===== config.mk =====
export PLATFORM = sky130hd
export DESIGN_NAME = tfb_top
export DESIGN_NICKNAME = d
export VERILOG_FILES = /design/src/hdl/tfb_top.v
export VERILOG_INCLUDE_DIRS = /design/src /design/src/hdl
export SDC_FILE = /design/constraint.sdc
export NUM_CORES = 1
export LEC_CHECK = 0
export BUFFER_PORTS_ARGS = -buffer_cell sky130_fd_sc_hd__buf_2
export CORE_MARGIN = 4
export CORE_UTILIZATION = 45
export DETAILED_ROUTE_END_ITERATION = 7
export MAX_ROUTING_LAYER = met4
export PLACE_DENSITY = 0.81
export RECOVER_POWER = 25
export SETUP_SLACK_MARGIN = 0.3
export SLEW_MARGIN = 10
export SYNTH_ARGS = -nofsm -noshare
export SYNTH_HDL_FRONTEND = slang
export SYNTH_SLANG_ARGS = --single-unit
export TNS_END_PERCENT = 5

===== constraint.sdc =====
create_clock -name aclk -period 1.7 [get_ports aclk]
set_input_delay 0.255 -clock aclk [delete_from_list [all_inputs] [get_ports aclk]]
set_output_delay 0.255 -clock aclk [all_outputs]
set_load 0.02 [all_outputs]

===== src/hdl/tfb_map.vh =====
// Purpose: constants for the timer flag, buffer timing and capture block
// Assumes: AXI4-Lite byte addresses, one 32-bit word per register
// Notes:   included by tfb_top.v only
//
// What this block does
// - compare match on U/V/W sets match flag
// - input capture copies sub-counter, sets flag
// - pulse-width mode captures at IO_CONTROL_FIELD-chosen edge
// - flag clears only by read 1, write 0
// - buffer timing bits 7..3 read zero
// - E transfer on match E or counter clear
// - channels 3 and 4 E timing reads zero
// - D to B on match B or clear
// - C to A on match A or clear
// - timing regs for channels 0,3,4, PWM only
// - bit 3 adds ch2 B pin to ch1 B
// - bit 2 adds ch2 A pin to ch1 A
// - bit 1 adds ch1 B pin to ch2 B
// - bit 0 adds ch1 A pin to ch2 A
// - cascade reg bits 7..4 zero, cascade only
// - 8-bit sync clear select for ch3/ch4 counters
// - bit 7 clears on ch0 A flag set
// - bit 6 clears on ch0 B flag set
// - bits 5,4 clear on ch0 C, D flags
`ifndef TFB_MAP_VH
`define TFB_MAP_VH
// ----------------------------------------
// Register byte offsets
// ----------------------------------------
`define TFB_OFF_FLAGS   8'h00
`define TFB_OFF_BTT0    8'h04
`define TFB_OFF_BTT3    8'h08
`define TFB_OFF_BTT4    8'h0c
`define TFB_OFF_CASC    8'h10
`define TFB_OFF_SYNC    8'h14
`define TFB_OFF_GRU     8'h18
`define TFB_OFF_GRV     8'h1c
`define TFB_OFF_GRW     8'h20
`define TFB_OFF_IOC     8'h24
// ----------------------------------------
// Field positions and masks
// ----------------------------------------
`define TFB_BIT_E       2
`define TFB_BIT_B       1
`define TFB_BIT_A       0
`define TFB_MASK_BTT0   8'h07
`define TFB_MASK_BTT34  8'h03
`define TFB_MASK_CASC   8'h0f
`define TFB_MASK_FLAGS  8'h07
`define TFB_IOC_EDGE    2
// ----------------------------------------
// Sub-channel modes (IO_CONTROL_FIELD bits 1..0)
// ----------------------------------------
`define TFB_MODE_CMP    2'h0
`define TFB_MODE_CAP    2'h1
`define TFB_MODE_PW     2'h2
// ----------------------------------------
// Reset values
// ----------------------------------------
`define TFB_RST8        8'h00
`define TFB_RST16       16'h0000
`define TFB_RESP_OKAY   2'h0
`define TFB_RESP_SLVERR 2'h2
`endif


===== src/hdl/tfb_top.v =====
// Purpose: ch5 match flags, PWM buffer timing, cascade capture, sync clear
// Assumes: counters and compare sources run on aclk; pins are asynchronous
// Notes:   all outputs registered; AXI4-Lite slave for software
//
// Design decisions made here: the placing of the registers and the AXI4-Lite interface to the registers.
`timescale 1ns/10ps
`include "tfb_map.vh"

module tfb_top #(
   parameter AW = 8
) (
   // Clock and reset
   input  wire          aclk,
   input  wire          aresetn,
   // AXI4-Lite write address and data
   input  wire [AW-1:0] s_axi_awaddr,
   input  wire          s_axi_awvalid,
   output reg           s_axi_awready,
   input  wire [31:0]   s_axi_wdata,
   input  wire [3:0]    s_axi_wstrb,
   input  wire          s_axi_wvalid,
   output reg           s_axi_wready,
   // AXI4-Lite write response
   output reg  [1:0]    s_axi_bresp,
   output reg           s_axi_bvalid,
   input  wire          s_axi_bready,
   // AXI4-Lite read
   input  wire [AW-1:0] s_axi_araddr,
   input  wire          s_axi_arvalid,
   output reg           s_axi_arready,
   output reg  [31:0]   s_axi_rdata,
   output reg  [1:0]    s_axi_rresp,
   output reg           s_axi_rvalid,
   input  wire          s_axi_rready,
   // Channel 5 sub-counters and capture pins
   input  wire [15:0]   u_subcounter,
   input  wire [15:0]   v_subcounter,
   input  wire [15:0]   w_subcounter,
   input  wire [2:0]    ch5_capture_pin,
   output reg  [2:0]    ch5_match_flags,
   // Buffer transfer sources, index 0/1/2 = channel 0/3/4
   input  wire [2:0]    pwm_mode,
   input  wire [2:0]    cmp_a,
   input  wire [2:0]    cmp_b,
   input  wire          cmp_e,
   input  wire [2:0]    counter_clear,
   output reg  [2:0]    xfer_c_to_a,
   output reg  [2:0]    xfer_d_to_b,
   output reg           xfer_f_to_e,
   // Cascade capture pins and triggers
   input  wire          cascade_mode,
   input  wire          ch1_a_capture_pin,
   input  wire          ch1_b_capture_pin,
   input  wire          ch2_a_capture_pin,
   input  wire          ch2_b_capture_pin,
   output reg           ch1_a_capture,
   output reg           ch1_b_capture,
   output reg           ch2_a_capture,
   output reg           ch2_b_capture,
   // First-unit flags (bit 7 = ch0 A ... bit 0 = ch2 B) and clear
   input  wire [7:0]    first_unit_flags,
   output reg           sync_counter_clear
);

   // ----------------------------------------
   // Helpers
   // ----------------------------------------
   // Byte-lane merge of a 16-bit register
   function [15:0] merge16;
      input [15:0] old_v;
      input [31:0] wd;
      input [3:0]  st;
      begin
         merge16[7:0]  = st[0] ? wd[7:0]  : old_v[7:0];
         merge16[15:8] = st[1] ? wd[15:8] : old_v[15:8];
      end
   endfunction

   // Word-aligned register offset from a bus address
   function [7:0] word_addr;
      input [AW-1:0] a;
      begin
         word_addr = {a[7:2], 2'b00};
      end
   endfunction

   // ----------------------------------------
   // Declarations
   // ----------------------------------------
   reg  [6:0]  pin_s1_q;
   reg  [6:0]  pin_s2_q;
   reg  [6:0]  pin_s3_q;
   reg  [2:0]  flags_q;
   reg  [2:0]  flags_d;
   reg  [2:0]  armed_q;
   reg  [2:0]  armed_d;
   reg  [2:0]  eq_q;
   reg  [7:0]  btt0_q;
   reg  [7:0]  btt3_q;
   reg  [7:0]  btt4_q;
   reg  [7:0]  casc_q;
   reg  [7:0]  sync_q;
   reg  [7:0]  ufl_q;
   reg  [15:0] gr_u_q;
   reg  [15:0] gr_v_q;
   reg  [15:0] gr_w_q;
   reg  [8:0]  ioc_q;
   reg  [2:0]  cap_ev;
   reg  [2:0]  cmp_ev;
   reg  [2:0]  eq_now;
   reg  [2:0]  tta;
   reg  [2:0]  ttb;
   reg  [31:0] rd_d;
   reg  [1:0]  rresp_d;
   reg  [1:0]  md;
   integer     i;
   wire        wr_go;
   wire        rd_go;
   wire [7:0]  wa;
   wire [7:0]  ra;
   wire [6:0]  rise;
   wire [6:0]  fall;
   wire [7:0]  ufl_rise;
   wire [2:0]  clr_mask;

   // Register offsets and bus qualifiers
   assign wa    = word_addr(s_axi_awaddr);
   assign ra    = word_addr(s_axi_araddr);
   assign wr_go = s_axi_awready & s_axi_wready;
   assign rd_go = s_axi_arvalid & s_axi_arready;
   assign rise  = pin_s2_q & ~pin_s3_q;
   assign fall  = ~pin_s2_q & pin_s3_q;
   assign ufl_rise = first_unit_flags & ~ufl_q;
   // Flags a write may clear: read as 1, now written 0
   assign clr_mask = armed_q & ~s_axi_wdata[2:0];

   // ----------------------------------------
   // Pin synchronisers
   // ----------------------------------------
   // Two stages, third only for edge detection
   always @(posedge aclk) begin
      if (!aresetn) begin
         pin_s1_q <= 7'h00;
         pin_s2_q <= 7'h00;
         pin_s3_q <= 7'h00;
      end else begin
         pin_s1_q <= {ch2_b_capture_pin, ch2_a_capture_pin, ch1_b_capture_pin,
                      ch1_a_capture_pin, ch5_capture_pin};
         pin_s2_q <= pin_s1_q;
         pin_s3_q <= pin_s2_q;
      end
   end

   // ----------------------------------------
   // Channel 5 events
   // ----------------------------------------
   // Compare and capture events per sub-channel (0=W,1=V,2=U)
   always @* begin
      eq_now[2] = (u_subcounter == gr_u_q);
      eq_now[1] = (v_subcounter == gr_v_q);
      eq_now[0] = (w_subcounter == gr_w_q);
      for (i = 0; i < 3; i = i + 1) begin
         md = ioc_q[3*i +: 2];
         cmp_ev[i] = (md == `TFB_MODE_CMP) & eq_now[i] & ~eq_q[i];
         if (md == `TFB_MODE_CAP)
            cap_ev[i] = rise[i];
         // Pulse-width edge picked by the I/O control field
         else if (md == `TFB_MODE_PW)
            cap_ev[i] = ioc_q[3*i+`TFB_IOC_EDGE] ? rise[i] : fall[i];
         else
            cap_ev[i] = 1'b0;
      end
   end

   // Flag set and read-then-write-zero clear
   always @* begin
      flags_d = flags_q;
      armed_d = armed_q;
      if (rd_go && ra == `TFB_OFF_FLAGS)
         armed_d = armed_q | flags_q;
      if (wr_go && wa == `TFB_OFF_FLAGS && s_axi_wstrb[0]) begin
         // Ones written leave the flag alone
         flags_d = flags_q & ~clr_mask;
         armed_d = armed_d & ~clr_mask;
      end
      // A set in the clearing cycle wins
      flags_d = flags_d | cmp_ev | cap_ev;
   end

   always @(posedge aclk) begin
      if (!aresetn) begin
         flags_q <= 3'h0;
         armed_q <= 3'h0;
         eq_q    <= 3'h0;
      end else begin
         flags_q <= flags_d;
         armed_q <= armed_d;
         eq_q    <= eq_now;
      end
   end

   // ----------------------------------------
   // Register writes
   // ----------------------------------------
   always @(posedge aclk) begin
      if (!aresetn) begin
         btt0_q <= `TFB_RST8;
         btt3_q <= `TFB_RST8;
         btt4_q <= `TFB_RST8;
         casc_q <= `TFB_RST8;
         sync_q <= `TFB_RST8;
         ioc_q  <= 9'h000;
      end else begin
         if (wr_go && s_axi_wstrb[0]) begin
            case (wa)
               `TFB_OFF_BTT0: btt0_q <= s_axi_wdata[7:0] & `TFB_MASK_BTT0;
               `TFB_OFF_BTT3: btt3_q <= s_axi_wdata[7:0] & `TFB_MASK_BTT34;
               `TFB_OFF_BTT4: btt4_q <= s_axi_wdata[7:0] & `TFB_MASK_BTT34;
               `TFB_OFF_CASC: casc_q <= s_axi_wdata[7:0] & `TFB_MASK_CASC;
               `TFB_OFF_SYNC: sync_q <= s_axi_wdata[7:0];
               `TFB_OFF_IOC:  ioc_q  <= s_axi_wdata[8:0];
               default: ;
            endcase
         end
      end
   end

   // ----------------------------------------
   // General registers U/V/W
   // ----------------------------------------
   // Capture beats a software write in the same cycle
   always @(posedge aclk) begin
      if (!aresetn) begin
         gr_u_q <= `TFB_RST16;
         gr_v_q <= `TFB_RST16;
         gr_w_q <= `TFB_RST16;
      end else begin
         if (cap_ev[2])
            gr_u_q <= u_subcounter;
         else if (wr_go && wa == `TFB_OFF_GRU)
            gr_u_q <= merge16(gr_u_q, s_axi_wdata, s_axi_wstrb);
         if (cap_ev[1])
            gr_v_q <= v_subcounter;
         else if (wr_go && wa == `TFB_OFF_GRV)
            gr_v_q <= merge16(gr_v_q, s_axi_wdata, s_axi_wstrb);
         if (cap_ev[0])
            gr_w_q <= w_subcounter;
         else if (wr_go && wa == `TFB_OFF_GRW)
            gr_w_q <= merge16(gr_w_q, s_axi_wdata, s_axi_wstrb);
      end
   end

   // ----------------------------------------
   // Buffer transfer timing
   // ----------------------------------------
   // Timing bits per channel 0/3/4
   always @* begin
      tta = {btt4_q[`TFB_BIT_A], btt3_q[`TFB_BIT_A], btt0_q[`TFB_BIT_A]};
      ttb = {btt4_q[`TFB_BIT_B], btt3_q[`TFB_BIT_B], btt0_q[`TFB_BIT_B]};
   end

   always @(posedge aclk) begin
      if (!aresetn) begin
         xfer_c_to_a <= 3'h0;
         xfer_d_to_b <= 3'h0;
         xfer_f_to_e <= 1'b0;
      end else begin
         // Only in PWM mode
         xfer_c_to_a <= pwm_mode & ((tta & counter_clear) | (~tta & cmp_a));
         xfer_d_to_b <= pwm_mode & ((ttb & counter_clear) | (~ttb & cmp_b));
         xfer_f_to_e <= pwm_mode[0] & (btt0_q[`TFB_BIT_E] ? counter_clear[0]
                                                          : cmp_e);
      end
   end

   // ----------------------------------------
   // Cascade capture triggers
   // ----------------------------------------
   // Pin order in sync vector: 3=1A 4=1B 5=2A 6=2B
   always @(posedge aclk) begin
      if (!aresetn) begin
         ch1_a_capture <= 1'b0;
         ch1_b_capture <= 1'b0;
         ch2_a_capture <= 1'b0;
         ch2_b_capture <= 1'b0;
      end else begin
         ch1_b_capture <= rise[4] | (cascade_mode & casc_q[3] & rise[6]);
         ch1_a_capture <= rise[3] | (cascade_mode & casc_q[2] & rise[5]);
         ch2_b_capture <= rise[6] | (cascade_mode & casc_q[1] & rise[4]);
         ch2_a_capture <= rise[5] | (cascade_mode & casc_q[0] & rise[3]);
      end
   end

   // ----------------------------------------
   // Synchronous counter clear
   // ----------------------------------------
   // One pulse per flag rise, cycle after the rise
   always @(posedge aclk) begin
      if (!aresetn) begin
         ufl_q              <= 8'h00;
         sync_counter_clear <= 1'b0;
      end else begin
         ufl_q              <= first_unit_flags;
         sync_counter_clear <= |(ufl_rise & sync_q);
      end
   end

   // ----------------------------------------
   // Read data mux
   // ----------------------------------------
   always @* begin
      rd_d    = 32'h0000_0000;
      rresp_d = `TFB_RESP_OKAY;
      case (ra)
         `TFB_OFF_FLAGS: rd_d[2:0]  = flags_q;
         `TFB_OFF_BTT0:  rd_d[7:0]  = btt0_q;
         `TFB_OFF_BTT3:  rd_d[7:0]  = btt3_q;
         `TFB_OFF_BTT4:  rd_d[7:0]  = btt4_q;
         `TFB_OFF_CASC:  rd_d[7:0]  = casc_q;
         `TFB_OFF_SYNC:  rd_d[7:0]  = sync_q;
         `TFB_OFF_GRU:   rd_d[15:0] = gr_u_q;
         `TFB_OFF_GRV:   rd_d[15:0] = gr_v_q;
         `TFB_OFF_GRW:   rd_d[15:0] = gr_w_q;
         `TFB_OFF_IOC:   rd_d[8:0]  = ioc_q;
         // Unmapped words read zero with an error
         default:        rresp_d    = `TFB_RESP_SLVERR;
      endcase
   end

   // ----------------------------------------
   // AXI4-Lite handshakes
   // ----------------------------------------
   // Write: take address and data together, then respond
   always @(posedge aclk) begin
      if (!aresetn) begin
         s_axi_awready <= 1'b0;
         s_axi_wready  <= 1'b0;
         s_axi_bvalid  <= 1'b0;
         s_axi_bresp   <= `TFB_RESP_OKAY;
      end else begin
         s_axi_awready <= s_axi_awvalid & s_axi_wvalid & ~s_axi_awready
                          & ~s_axi_bvalid;
         s_axi_wready  <= s_axi_awvalid & s_axi_wvalid & ~s_axi_awready
                          & ~s_axi_bvalid;
         if (wr_go) begin
            s_axi_bvalid <= 1'b1;
            // Offsets beyond the last register answer an error
            s_axi_bresp  <= (wa > `TFB_OFF_IOC) ? `TFB_RESP_SLVERR : `TFB_RESP_OKAY;
         end else if (s_axi_bready)
            s_axi_bvalid <= 1'b0;
      end
   end

   // Read: one-cycle accept, data the edge after
   always @(posedge aclk) begin
      if (!aresetn) begin
         s_axi_arready <= 1'b0;
         s_axi_rvalid  <= 1'b0;
         s_axi_rdata   <= 32'h0000_0000;
         s_axi_rresp   <= `TFB_RESP_OKAY;
      end else begin
         s_axi_arready <= s_axi_arvalid & ~s_axi_arready & ~s_axi_rvalid;
         if (rd_go) begin
            s_axi_rvalid <= 1'b1;
            s_axi_rdata  <= rd_d;
            s_axi_rresp  <= rresp_d;
         end else if (s_axi_rready)
            s_axi_rvalid <= 1'b0;
      end
   end

   // Flags mirrored to a port
   always @(posedge aclk) begin
      if (!aresetn)
         ch5_match_flags <= 3'h0;
      else
         ch5_match_flags <= flags_d;
   end

endmodule // tfb_top


==> flow_summary.yaml, run 1 <==
cells_and_area:
  nFillCells: 1394
  fin_cells: 1240
  final_util_pct: 59.1
  layout.cells.most_common: "buf_2"
  fin_nets: 1146
  design_area_sq_mm: 0.00950
  final_layout_size_suffix_gt1_share_pct: 28.3
  final_cell_mix: "buf_2 (150), dfxtp_1 (145), a21oi_1 (81)"
  area_delta_synth_final_pct: 27.3
floorplanning:
  die_w_um: 137
  rows: 46
  fp.dieArea_sq_mm: 0.0187
  num_io_pins: 192
  core_sq_mm: 0.0161
  start_util_pct: 46.5
  die_y_um: 137
status:
  outcome: "finished, final reports clean"
global_route:
  grt_pass1_wl_mm: 38.1
  grt.total_usage_pct: 27.4
  gr-total-overflow: 0
  grt_max_degree: 48
  first_global_vias: 6851
  antenna_found_initial: 1
timing:
  slew_violations: 0
  fin_crit_sh_pct: 88.7
  grt_setup_unrepaired: "true"
  setup_viol: 0
  hold_violations: 0
  max_freq_ghz: 0.663
  fin_crit_ps: 1510
  setup_ws_ps: 192
  relSlewSlack_pct: 38.9
  fin_skew_ps: 5.62
  tightestPinTransition_ps: 916
critical_path:
  arrival_ps: 1830
  rrSetupSlack_ps: 190
  crit_fanout: 4
  end_kind: "flop"
  path_class: "flop to flop"
  critPathLaunchType: "flop"
  critPathRequiredTime_ps: 2020
yosys:
  syn_inst: 838
  yosysWarnings: 0
  synth_top_cell_area_share_pct: 39.7
  synthDistinctLibCells: 71
  synth-async-reset-ratio_pct: 0
  ys.flop_type: "dfxtp_1"
  ys_seq_area_share_pct: 39.7
  synth_edf_count: 0
  syn_area_sq_mm: 0.00746
  yosysTopAreaCell: "dfxtp_1"
  synth_area_leaders: "dfxtp_1 (40%), a311oi_1 (5.9%), a21oi_1 (5.4%), mux2i_1 (5.1%), nand3_1 (3.8%)"
  ys_ff_latch: 148
  synth_area_per_cell_sq_um: 8.90
power_and_ir_drop:
  p_total_w: 0.00848
  power.density_mw_per_mm2: 893
  p_leak_nw: 3.79
  ir_drop_v: 0.000730
clocking:
  clock_latency_ps: 430
  htree_levels: 4
  cts-root-buf: "clkbuf_16"
  ctsHoldBuffers: 0
  ctsLongestPathBuffers: 2
  clkSinkCount: 148
  numCtsBuffers: 17
  cts_tree: "built"
  clkTransAtPathRegs_ps: 60
job:
  maxCapViolations: 0
routing:
  drt_iter0_drc: 879
  vias_per_cell: 6.04
  drc: 0
  vias: 7485
  wl_per_cell_um: 20.4
  routed_wl_mm: 25.3
  dr.pass1.iters: 5
  drtAntennaViolNets: 0
placement:
  dp_hpwl_mm: 18.4
  io_buffers: 151
  place_ws_ps: -97.5
  dpl_cell_area_sq_mm: 0.00873
  dp.cells: 1205
  place_congestion: 0.974
min_path:
  worstHoldPathType: "primary input to flop"
[cells in the mapped netlist, types with 10 or more instances]
cell type,instances
nor2_1,27
clkbuf_1,40
a21oi_1,81
nand2_1,51
buf_2,17
and3_1,11
xor2_1,31
o21ai_1,22
nor3_1,12
nand3b_1,10
dfxtp_1,148
nor4_1,11
nand3_1,56
mux2i_1,38
a311oi_1,50
xnor2_1,17
buf_4,21
o21ai_0,33
and2_1,37
[where the power goes]
group | total (W) | leakage, nW | internal (W) | switching [W]
Combinational | 0.000713 | 2.27 | 0.000271 | 0.000443
Sequential | 0.00354 | 1.20 | 0.00352 | 0.0000209
Clock | 0.00423 | 0.327 | 0.00273 | 0.00151
[registers in the layout (all words and copies together) (netlist names), 8 cells and up]
register,count
s_axi_rdata,16
gr_u_q,16
ufl_q,8
gr_v_q,16
ioc_q,9
sync_q,8
gr_w_q,16
[path summary, 6_finish.rpt]
path,end,cells past startpoint,start
worst min-delay path,pin_s1_q[4]$_SDFF_PN0_,2,ch1_b_capture_pin
worst max register to register,ch5_match_flags[0]$_SDFF_PN0_,4,s_axi_wready$_SDFF_PN0_
worst max-delay path,ch5_match_flags[0]$_SDFF_PN0_,4,s_axi_wready$_SDFF_PN0_
worst min register to register,pin_s2_q[4]$_SDFF_PN0_,1,pin_s1_q[4]$_SDFF_PN0_
[metrics by stage]
stage | TNS (ps) | hold WS, ps
2_1_floorplan | 0 | 365
6_report | 0 | 30.2
5_1_grt | 0 | 33.2
3_5_place_dp | -1130 | 419
3_3_place_gp | -139 | 416
4_1_cts | 0 | 21.4
[cell type report]
class	instances	area [sq um]	share of cell area, %
multi-input combinational	616	4210	44.3
sequential	148	2970	31.3
timing repair buffer	218	1350	14.2
clock buffer	20	467	4.91
tap	216	270	2.85
clock inverter	12	199	2.09
inverter	9	33.8	0.356
antenna	1	2.50	0.0263
[what timing repair did]
item,CTS,global route
setup buffers,0,1
setup endpoints to repair,55,91
pin swaps,0,9
cloned,0,1
gates resized for setup,2,18
[worst max-delay path, stage by stage, from the launching register on]
cell and delay (ps):
dfxtp_4 330, or4bb_4 510, o41ai_4 260, a31oi_1 130
o21bai_1 160
[kinds of logic (layout without fill, tap and decap cells)]
kind of cell | Yosys count | in the layout | synth area share (%)
simple gates | 280 | 280 | 22.7
compound gates | 230 | 230 | 20.2
flops | 148 | 148 | 39.7
buf+inv | 91 | 259 | 6.14
xor+xnor | 48 | 48 | 5.63
mux | 40 | 40 | 5.55
other cells | 1 | 19 | 0.0503
[metal layers]
layer	up-vias	wire, um	GRT usage (%)
li1	3433	-	-
met1	3506	10100	35.9
met2	466	11700	41.8
met3	80	2700	5.63
met4	0	838	10.7
met5	-	0	-
(Power assumes the default switching activity.)
==> run 2, diff against run 1 <==
--- a/config.mk
+++ b/config.mk
@@ -11,7 +11,7 @@
 export CORE_UTILIZATION = 45
 export DETAILED_ROUTE_END_ITERATION = 7
 export MAX_ROUTING_LAYER = met4
-export PLACE_DENSITY = 0.81
+export PLACE_DENSITY = 0.83
 export RECOVER_POWER = 25
 export SETUP_SLACK_MARGIN = 0.3
 export SLEW_MARGIN = 10
==> constraint.sdc (replaced) <==
create_clock -name aclk -period 1.27 [get_ports aclk]
set_input_delay 0.1905 -clock aclk [delete_from_list [all_inputs] [get_ports aclk]]
set_output_delay 0.1905 -clock aclk [all_outputs]
set_load 0.02 [all_outputs]
==> run 2 against run 1 <==
The flow now finishes with violations (negative setup slack). Non-clock buffer count is 90 higher. Setup slack worse by 390 ps. Count of clock-buffer cells in the layout is 2 lower. Highest routed layer unchanged. Clock power is 32% higher. Largest cell class unchanged. Hold slack worse by 16 ps. First-iteration DRC count is 32% higher. Die area stayed put. Critical endpoint unchanged. Routed wire length is 13% higher. Sequential power is 34% higher.
==> flow_summary.yaml, run 2 (same netlist as run 1, synthesis figures left out) <==
floorplanning:
  die_w_um: 137
  fp.dieArea_sq_mm: 0.0187
  start_util_pct: 46.5
  core_sq_mm: 0.0161
  num_io_pins: 192
  die_y_um: 137
  rows: 46
routing:
  wl_per_cell_um: 21.6
  drt_iter0_drc: 1160
  routed_wl_mm: 28.7
  vias_per_cell: 6.08
  dr.pass1.iters: 7
  drtAntennaViolNets: 0
  drc: 0
  vias: 8075
min_path:
  worstHoldPathType: "primary input to flop"
timing:
  setup_ws_ps: -195
  relSlewSlack_pct: 62.4
  slew_violations: 0
  setup_tns_ps: -8360
  fin_skew_ps: 10.1
  tightestPinTransition_ps: 561
  whs_ps: 14.6
  fin_crit_ps: 1470
  grt_setup_unrepaired: "true"
  hold_violations: 0
  max_freq_ghz: 0.682
  setup_viol: 87
  fin_crit_sh_pct: 115
global_route:
  grt_pass1_wl_mm: 43.0
  gr-total-overflow: 0
  antenna_found_initial: 0
  grt.total_usage_pct: 31.1
  first_global_vias: 7826
  grt_max_degree: 48
power_and_ir_drop:
  power.density_mw_per_mm2: 1050
  p_total_w: 0.0114
  p_leak_nw: 4.38
  ir_drop_v: 0.00116
critical_path:
  critPathRequiredTime_ps: 1600
  crit_path_start: "s_axi_wready$_SDFF_PN0_"
  reg2regPathDepth: 4
  rrSetupSlack_ps: -200
  cp-endpoint: "ch5_match_flags[0]$_SDFF_PN0_"
  reg2reg_from: "s_axi_wready$_SDFF_PN0_"
  path_class: "flop to flop"
  arrival_ps: 1800
  crit_fanout: 4
  end_kind: "flop"
  critPathLaunchType: "flop"
  r2r-end: "ch5_match_flags[0]$_SDFF_PN0_"
clocking:
  ctsLongestPathBuffers: 2
  clkTransAtPathRegs_ps: 70
  post_cts_buffers: 0
  numCtsBuffers: 17
  cts-root-buf: "clkbuf_16"
  clkSinkCount: 148
  cts_tree: "built"
  clock_latency_ps: 440
  htree_levels: 4
cells_and_area:
  antennaDiodeCount: 0
  layout.cells.most_common: "buf_4"
  multi_input_area_sq_mm: 0.00448
  nFillCells: 1188
  final_util_pct: 67.7
  fin_nets: 1236
  final_layout_size_suffix_gt1_share_pct: 40.1
  final_cell_mix: "buf_4 (113), buf_2 (112), dfxtp_1 (107)"
  regArea_sq_mm: 0.00302
  area_delta_synth_final_pct: 45.7
status:
  violations: "negative setup slack"
  outcome: "complete, but fails checks"
job:
  maxCapViolations: 0
placement:
  dp_hpwl_mm: 19.8
  io_buffers: 151
  place_congestion: 0.940
run 2: cell types whose count changed in the layout (fill, tap and decap cells not counted), sizes merged, moves of 2 or more:
cell and change:
buf +67, dlygate4sd3 +24, clkbuf -2, clkinv +3
run 2: cell type report:
type | instances | share of cell area (%)
Multi-Input combinational cell | 616 | 41.2
Inverter | 9 | 0.311
Timing Repair Buffer | 308 | 22.3
Tap cell | 216 | 2.49
Clock inverter | 14 | 1.84
Clock buffer | 18 | 4.04
Sequential cell | 148 | 27.8
run 2: critical path, cell delays in order (launching register included):
cell and delay, ps:
dfxtp_4 340, or4bb_4 510, o41ai_4 240, a31oi_1 110, o21bai_1 160
run 2: timing repair:
action                                  CTS  global route
gates cloned                              1             0
pin swaps                                40            28
hold buffers                             24             0
hold endpoints to repair                 20             0
endpoints found under the setup margin  142           142
resized for setup                       168            44
run 2: stage by stage:
| step | std cells | instance area, sq um | worst slack, ps |
|---|---|---|---|
| after floorplan | 855 | 7560 | -228 |
| after global placement | 1272 | 9320 | -346 |
| after detailed placement | 1272 | 9320 | -414 |
| after CTS | 1329 | 10700 | -175 |
| after global routing | 1329 | 10900 | -290 |
| final | 1329 | 10900 | -195 |
run 2: where the power goes:
group / switching [W] / total (W) / leakage (nW) / internal, W
Clock: 0.00220 / 0.00557 / 0.315 / 0.00337
Sequential: 0.0000363 / 0.00474 / 1.22 / 0.00470
Combinational: 0.000648 / 0.00112 / 2.85 / 0.000476
run 2: routing by layer:
metal  wire (um)  global-route usage, %
met1       10800                   37.9
met2       13200                   48.0
met3        3230                   8.49
met4        1440                   14.2
met5           0                      -
run 2: worst min-delay path by stage:
stage                         from                      end  cells past startpoint
2_1_floorplan         s_axi_wvalid  s_axi_wready$_SDFF_PN0_                      2
3_3_place_gp     ch2_b_capture_pin   pin_s1_q[6]$_SDFF_PN0_                      2
3_5_place_dp    ch5_capture_pin[2]   pin_s1_q[2]$_SDFF_PN0_                      2
4_1_cts        first_unit_flags[2]      ufl_q[2]$_SDFF_PN0_                      2
5_1_grt        first_unit_flags[2]      ufl_q[2]$_SDFF_PN0_                      2
6_report       first_unit_flags[2]      ufl_q[2]$_SDFF_PN0_                      2
==> run 3, diff against run 2 <==
--- a/config.mk
+++ b/config.mk
@@ -6,10 +6,12 @@
 export SDC_FILE = /design/constraint.sdc
 export NUM_CORES = 1
 export LEC_CHECK = 0
+export ABC_AREA = 1
 export BUFFER_PORTS_ARGS = -buffer_cell sky130_fd_sc_hd__buf_2
 export CORE_MARGIN = 4
 export CORE_UTILIZATION = 45
 export DETAILED_ROUTE_END_ITERATION = 7
+export GPL_TIMING_DRIVEN = 0
 export MAX_ROUTING_LAYER = met4
 export PLACE_DENSITY = 0.83
 export RECOVER_POWER = 25
==> run 3 against run 2 <==
The run still ends with negative setup slack left. Setup slack got worse by 52 ps. Count of clock-buffer cells in the layout fell by 1. Non-clock buffer count fell by 70. Global-route usage fell by 3.0 points. Die area rose by 3.2%. Final cell count rose by 18%. Combinational power barely moved. Design area fell by 2.2%. Critical path type unchanged.
==> flow_summary.yaml, run 3 <==
power_and_ir_drop:
  p_leak_nw: 5.35
  ir_drop_v: 0.00101
  p_total_w: 0.0108
  power.density_mw_per_mm2: 1020
critical_path:
  critPathLaunchType: "flop"
  end_kind: "flop"
  path_cells: "inv_2, or2_0, o21ai_1, nand2_2, buf_2, nand3_1, nand3_1, nand2_1, inv_1"
  crit_fanout: 6
  slowest_delay_ps: 340
  crit_path_start: "pin_s2_q[2]$_SDFF_PN0_"
  critPathRequiredTime_ps: 1600
  path_common_cell: "nand3_1"
  arrival_ps: 1850
  crit_family: "simple AND/OR/NAND/NOR gates"
  reg2reg_from: "pin_s2_q[2]$_SDFF_PN0_"
  path_class: "flop to flop"
  path_buf_inv: 3
  slowest_stage: "dfxtp_2"
status:
  violations: "negative setup slack"
  outcome: "complete, but fails checks"
timing:
  relSlewSlack_pct: 45.4
  grt_setup_unrepaired: "true"
  fin_crit_sh_pct: 119
  setup_ws_ps: -247
  max_freq_ghz: 0.659
  fin_skew_ps: 6.60
  tightestPinTransition_ps: 819
  hold_violations: 0
  fin_crit_ps: 1520
  setup_viol: 74
  slew_violations: 0
clocking:
  clock_latency_ps: 430
  clkSinkCount: 148
  clkTransAtPathRegs_ps: 70
  cts-root-buf: "clkbuf_16"
  cts_tree: "built"
  ctsLongestPathBuffers: 2
  htree_levels: 4
  numCtsBuffers: 17
cells_and_area:
  fin_nets: 1477
  design_area_sq_mm: 0.0106
  antennaDiodeCount: 0
  final_layout_size_suffix_gt1_share_pct: 33.1
  layout.cells.most_common: "nand2_1"
  nFillCells: 1419
  final_cell_mix: "nand2_1 (249), inv_1 (138), nand3_1 (118)"
  area_delta_synth_final_pct: 37.8
yosys:
  synth-xor-area-share_pct: 2.16
  syn_inst: 1124
  synth_most_common_cell: "nand2_1"
  synthMuxAreaShare_pct: 0
  synth-async-reset-ratio_pct: 0
  syn_area_sq_mm: 0.00771
  synth_top_cell_area_share_pct: 38.4
  ys_seq_area_share_pct: 38.4
  synthSimpleGateAreaFrac_pct: 34.8
  synth_area_per_cell_sq_um: 6.86
  synth_compound_area_share_pct: 12.1
  synthDistinctLibCells: 49
  synth_edf_count: 0
  synthAdderAreaFrac_pct: 0
  ys_ff_latch: 148
  yosysTopAreaCell: "dfxtp_1"
  synth_area_leaders: "dfxtp_1 (38%), nand2_1 (14%), nand3_1 (9.3%), inv_1 (7.3%), nor2_1 (3.4%)"
  synth_top_family_by_area: "simple AND/OR/NAND/NOR gates"
  yosys-top-cells-count: "nand2_1 (279), inv_1 (149), dfxtp_1 (148)"
  yosysWarnings: 0
  ys.flop_type: "dfxtp_1"
placement:
  place_congestion: 0.997
  dp_hpwl_mm: 20.2
  io_buffers: 150
  dpl_cell_area_sq_mm: 0.00882
global_route:
  grt_pass1_wl_mm: 41.9
  grt.total_usage_pct: 28.0
  antenna_found_initial: 0
  grt_max_degree: 17
  gr-total-overflow: 0
  first_global_vias: 8004
floorplanning:
  die_w_um: 139
  die_y_um: 139
  num_io_pins: 192
  core_sq_mm: 0.0167
  start_util_pct: 46.2
  rows: 47
  fp.dieArea_sq_mm: 0.0193
routing:
  vias_per_cell: 5.42
  wl_per_cell_um: 17.6
  drtAntennaViolNets: 0
  routed_wl_mm: 27.6
  dr.pass1.iters: 8
  drc: 0
  vias: 8530
  drt_iter0_drc: 1013
min_path:
  hp-start: "s_axi_awvalid"
  worstHoldPathType: "primary input to flop"
job:
  maxCapViolations: 0
run 3: metrics by stage:
step / setup WS, ps / std cells / util [%] / setup TNS [ps] / hold slack (ps)
floorplan: -58.3 / 1141 / - / -957 / 284
global placement: -560 / 1511 / 52.8 / -36650 / 376
detailed placement: -568 / 1511 / 52.8 / -38630 / 378
CTS: -179 / 1565 / 61.2 / -7630 / 2.16
global route: -343 / 1573 / 63.7 / -14360 / 22.2
finish: -247 / 1573 / 63.7 / -8760 / 15.8
run 3: cells by family after synthesis:
kind of cell / after synthesis
compound gates: 157
xor+xnor: 19
buf+inv: 224
flops: 148
other cells: 1
simple gates: 575
run 3: area by class of cell:
cell class              instances  area (sq um)  share of cell area, %
plain buffers                  57           500                   4.71
clock inverters                14           145                   1.37
flip-flops and latches        148          3030                   28.5
inverters                     167           652                   6.13
repair buffers                181          1300                   12.2
multi-input cells             769          4300                   40.5
clock buffers                  17           425                   4.00
well taps                     220           275                   2.59
run 3: repair_timing:
action	in CTS	in global routing
hold buffers	17	0
gates resized for setup	215	103
setup buffers	3	6
cloned	3	2
endpoints found under the setup margin	171	156
pin swaps	30	54
endpoints found under the hold margin	17	0
run 3: worst paths after layout:
kind	depth (start not counted)	slack, ps	end
max reg2reg	9	-250	gr_u_q[5]$_SDFFE_PN0P_
min reg2reg	2	410	pin_s2_q[0]$_SDFF_PN0_
max	9	-250	gr_u_q[5]$_SDFFE_PN0P_
min	3	20	s_axi_wready$_SDFF_PN0_
run 3: report_power, final:
part	leakage (nW)	internal [W]	switching, W
logic	3.85	0.000415	0.000683
clock network	0.282	0.00276	0.00224
registers	1.22	0.00470	0.0000352
total	5.35	0.00787	0.00296
run 3: worst reg2reg max path: cells and delay by family (launching register included):
| kind | cells | cell delay [ps] |
|---|---|---|
| AND/OR/NAND/NOR | 5 | 620 |
| flip-flops | 1 | 340 |
| buffers and inverters | 3 | 310 |
| AO/OA/AOI/OAI | 1 | 150 |
run 3: layer usage:
metal  GRT usage, %  up-vias  share of wire (%)
li1               -     4027                  -
met1           35.8     3885                 39
met2           42.4      521                 47
met3           4.90       97                9.6
met4           14.8        0                4.8
met5              -        -                  0
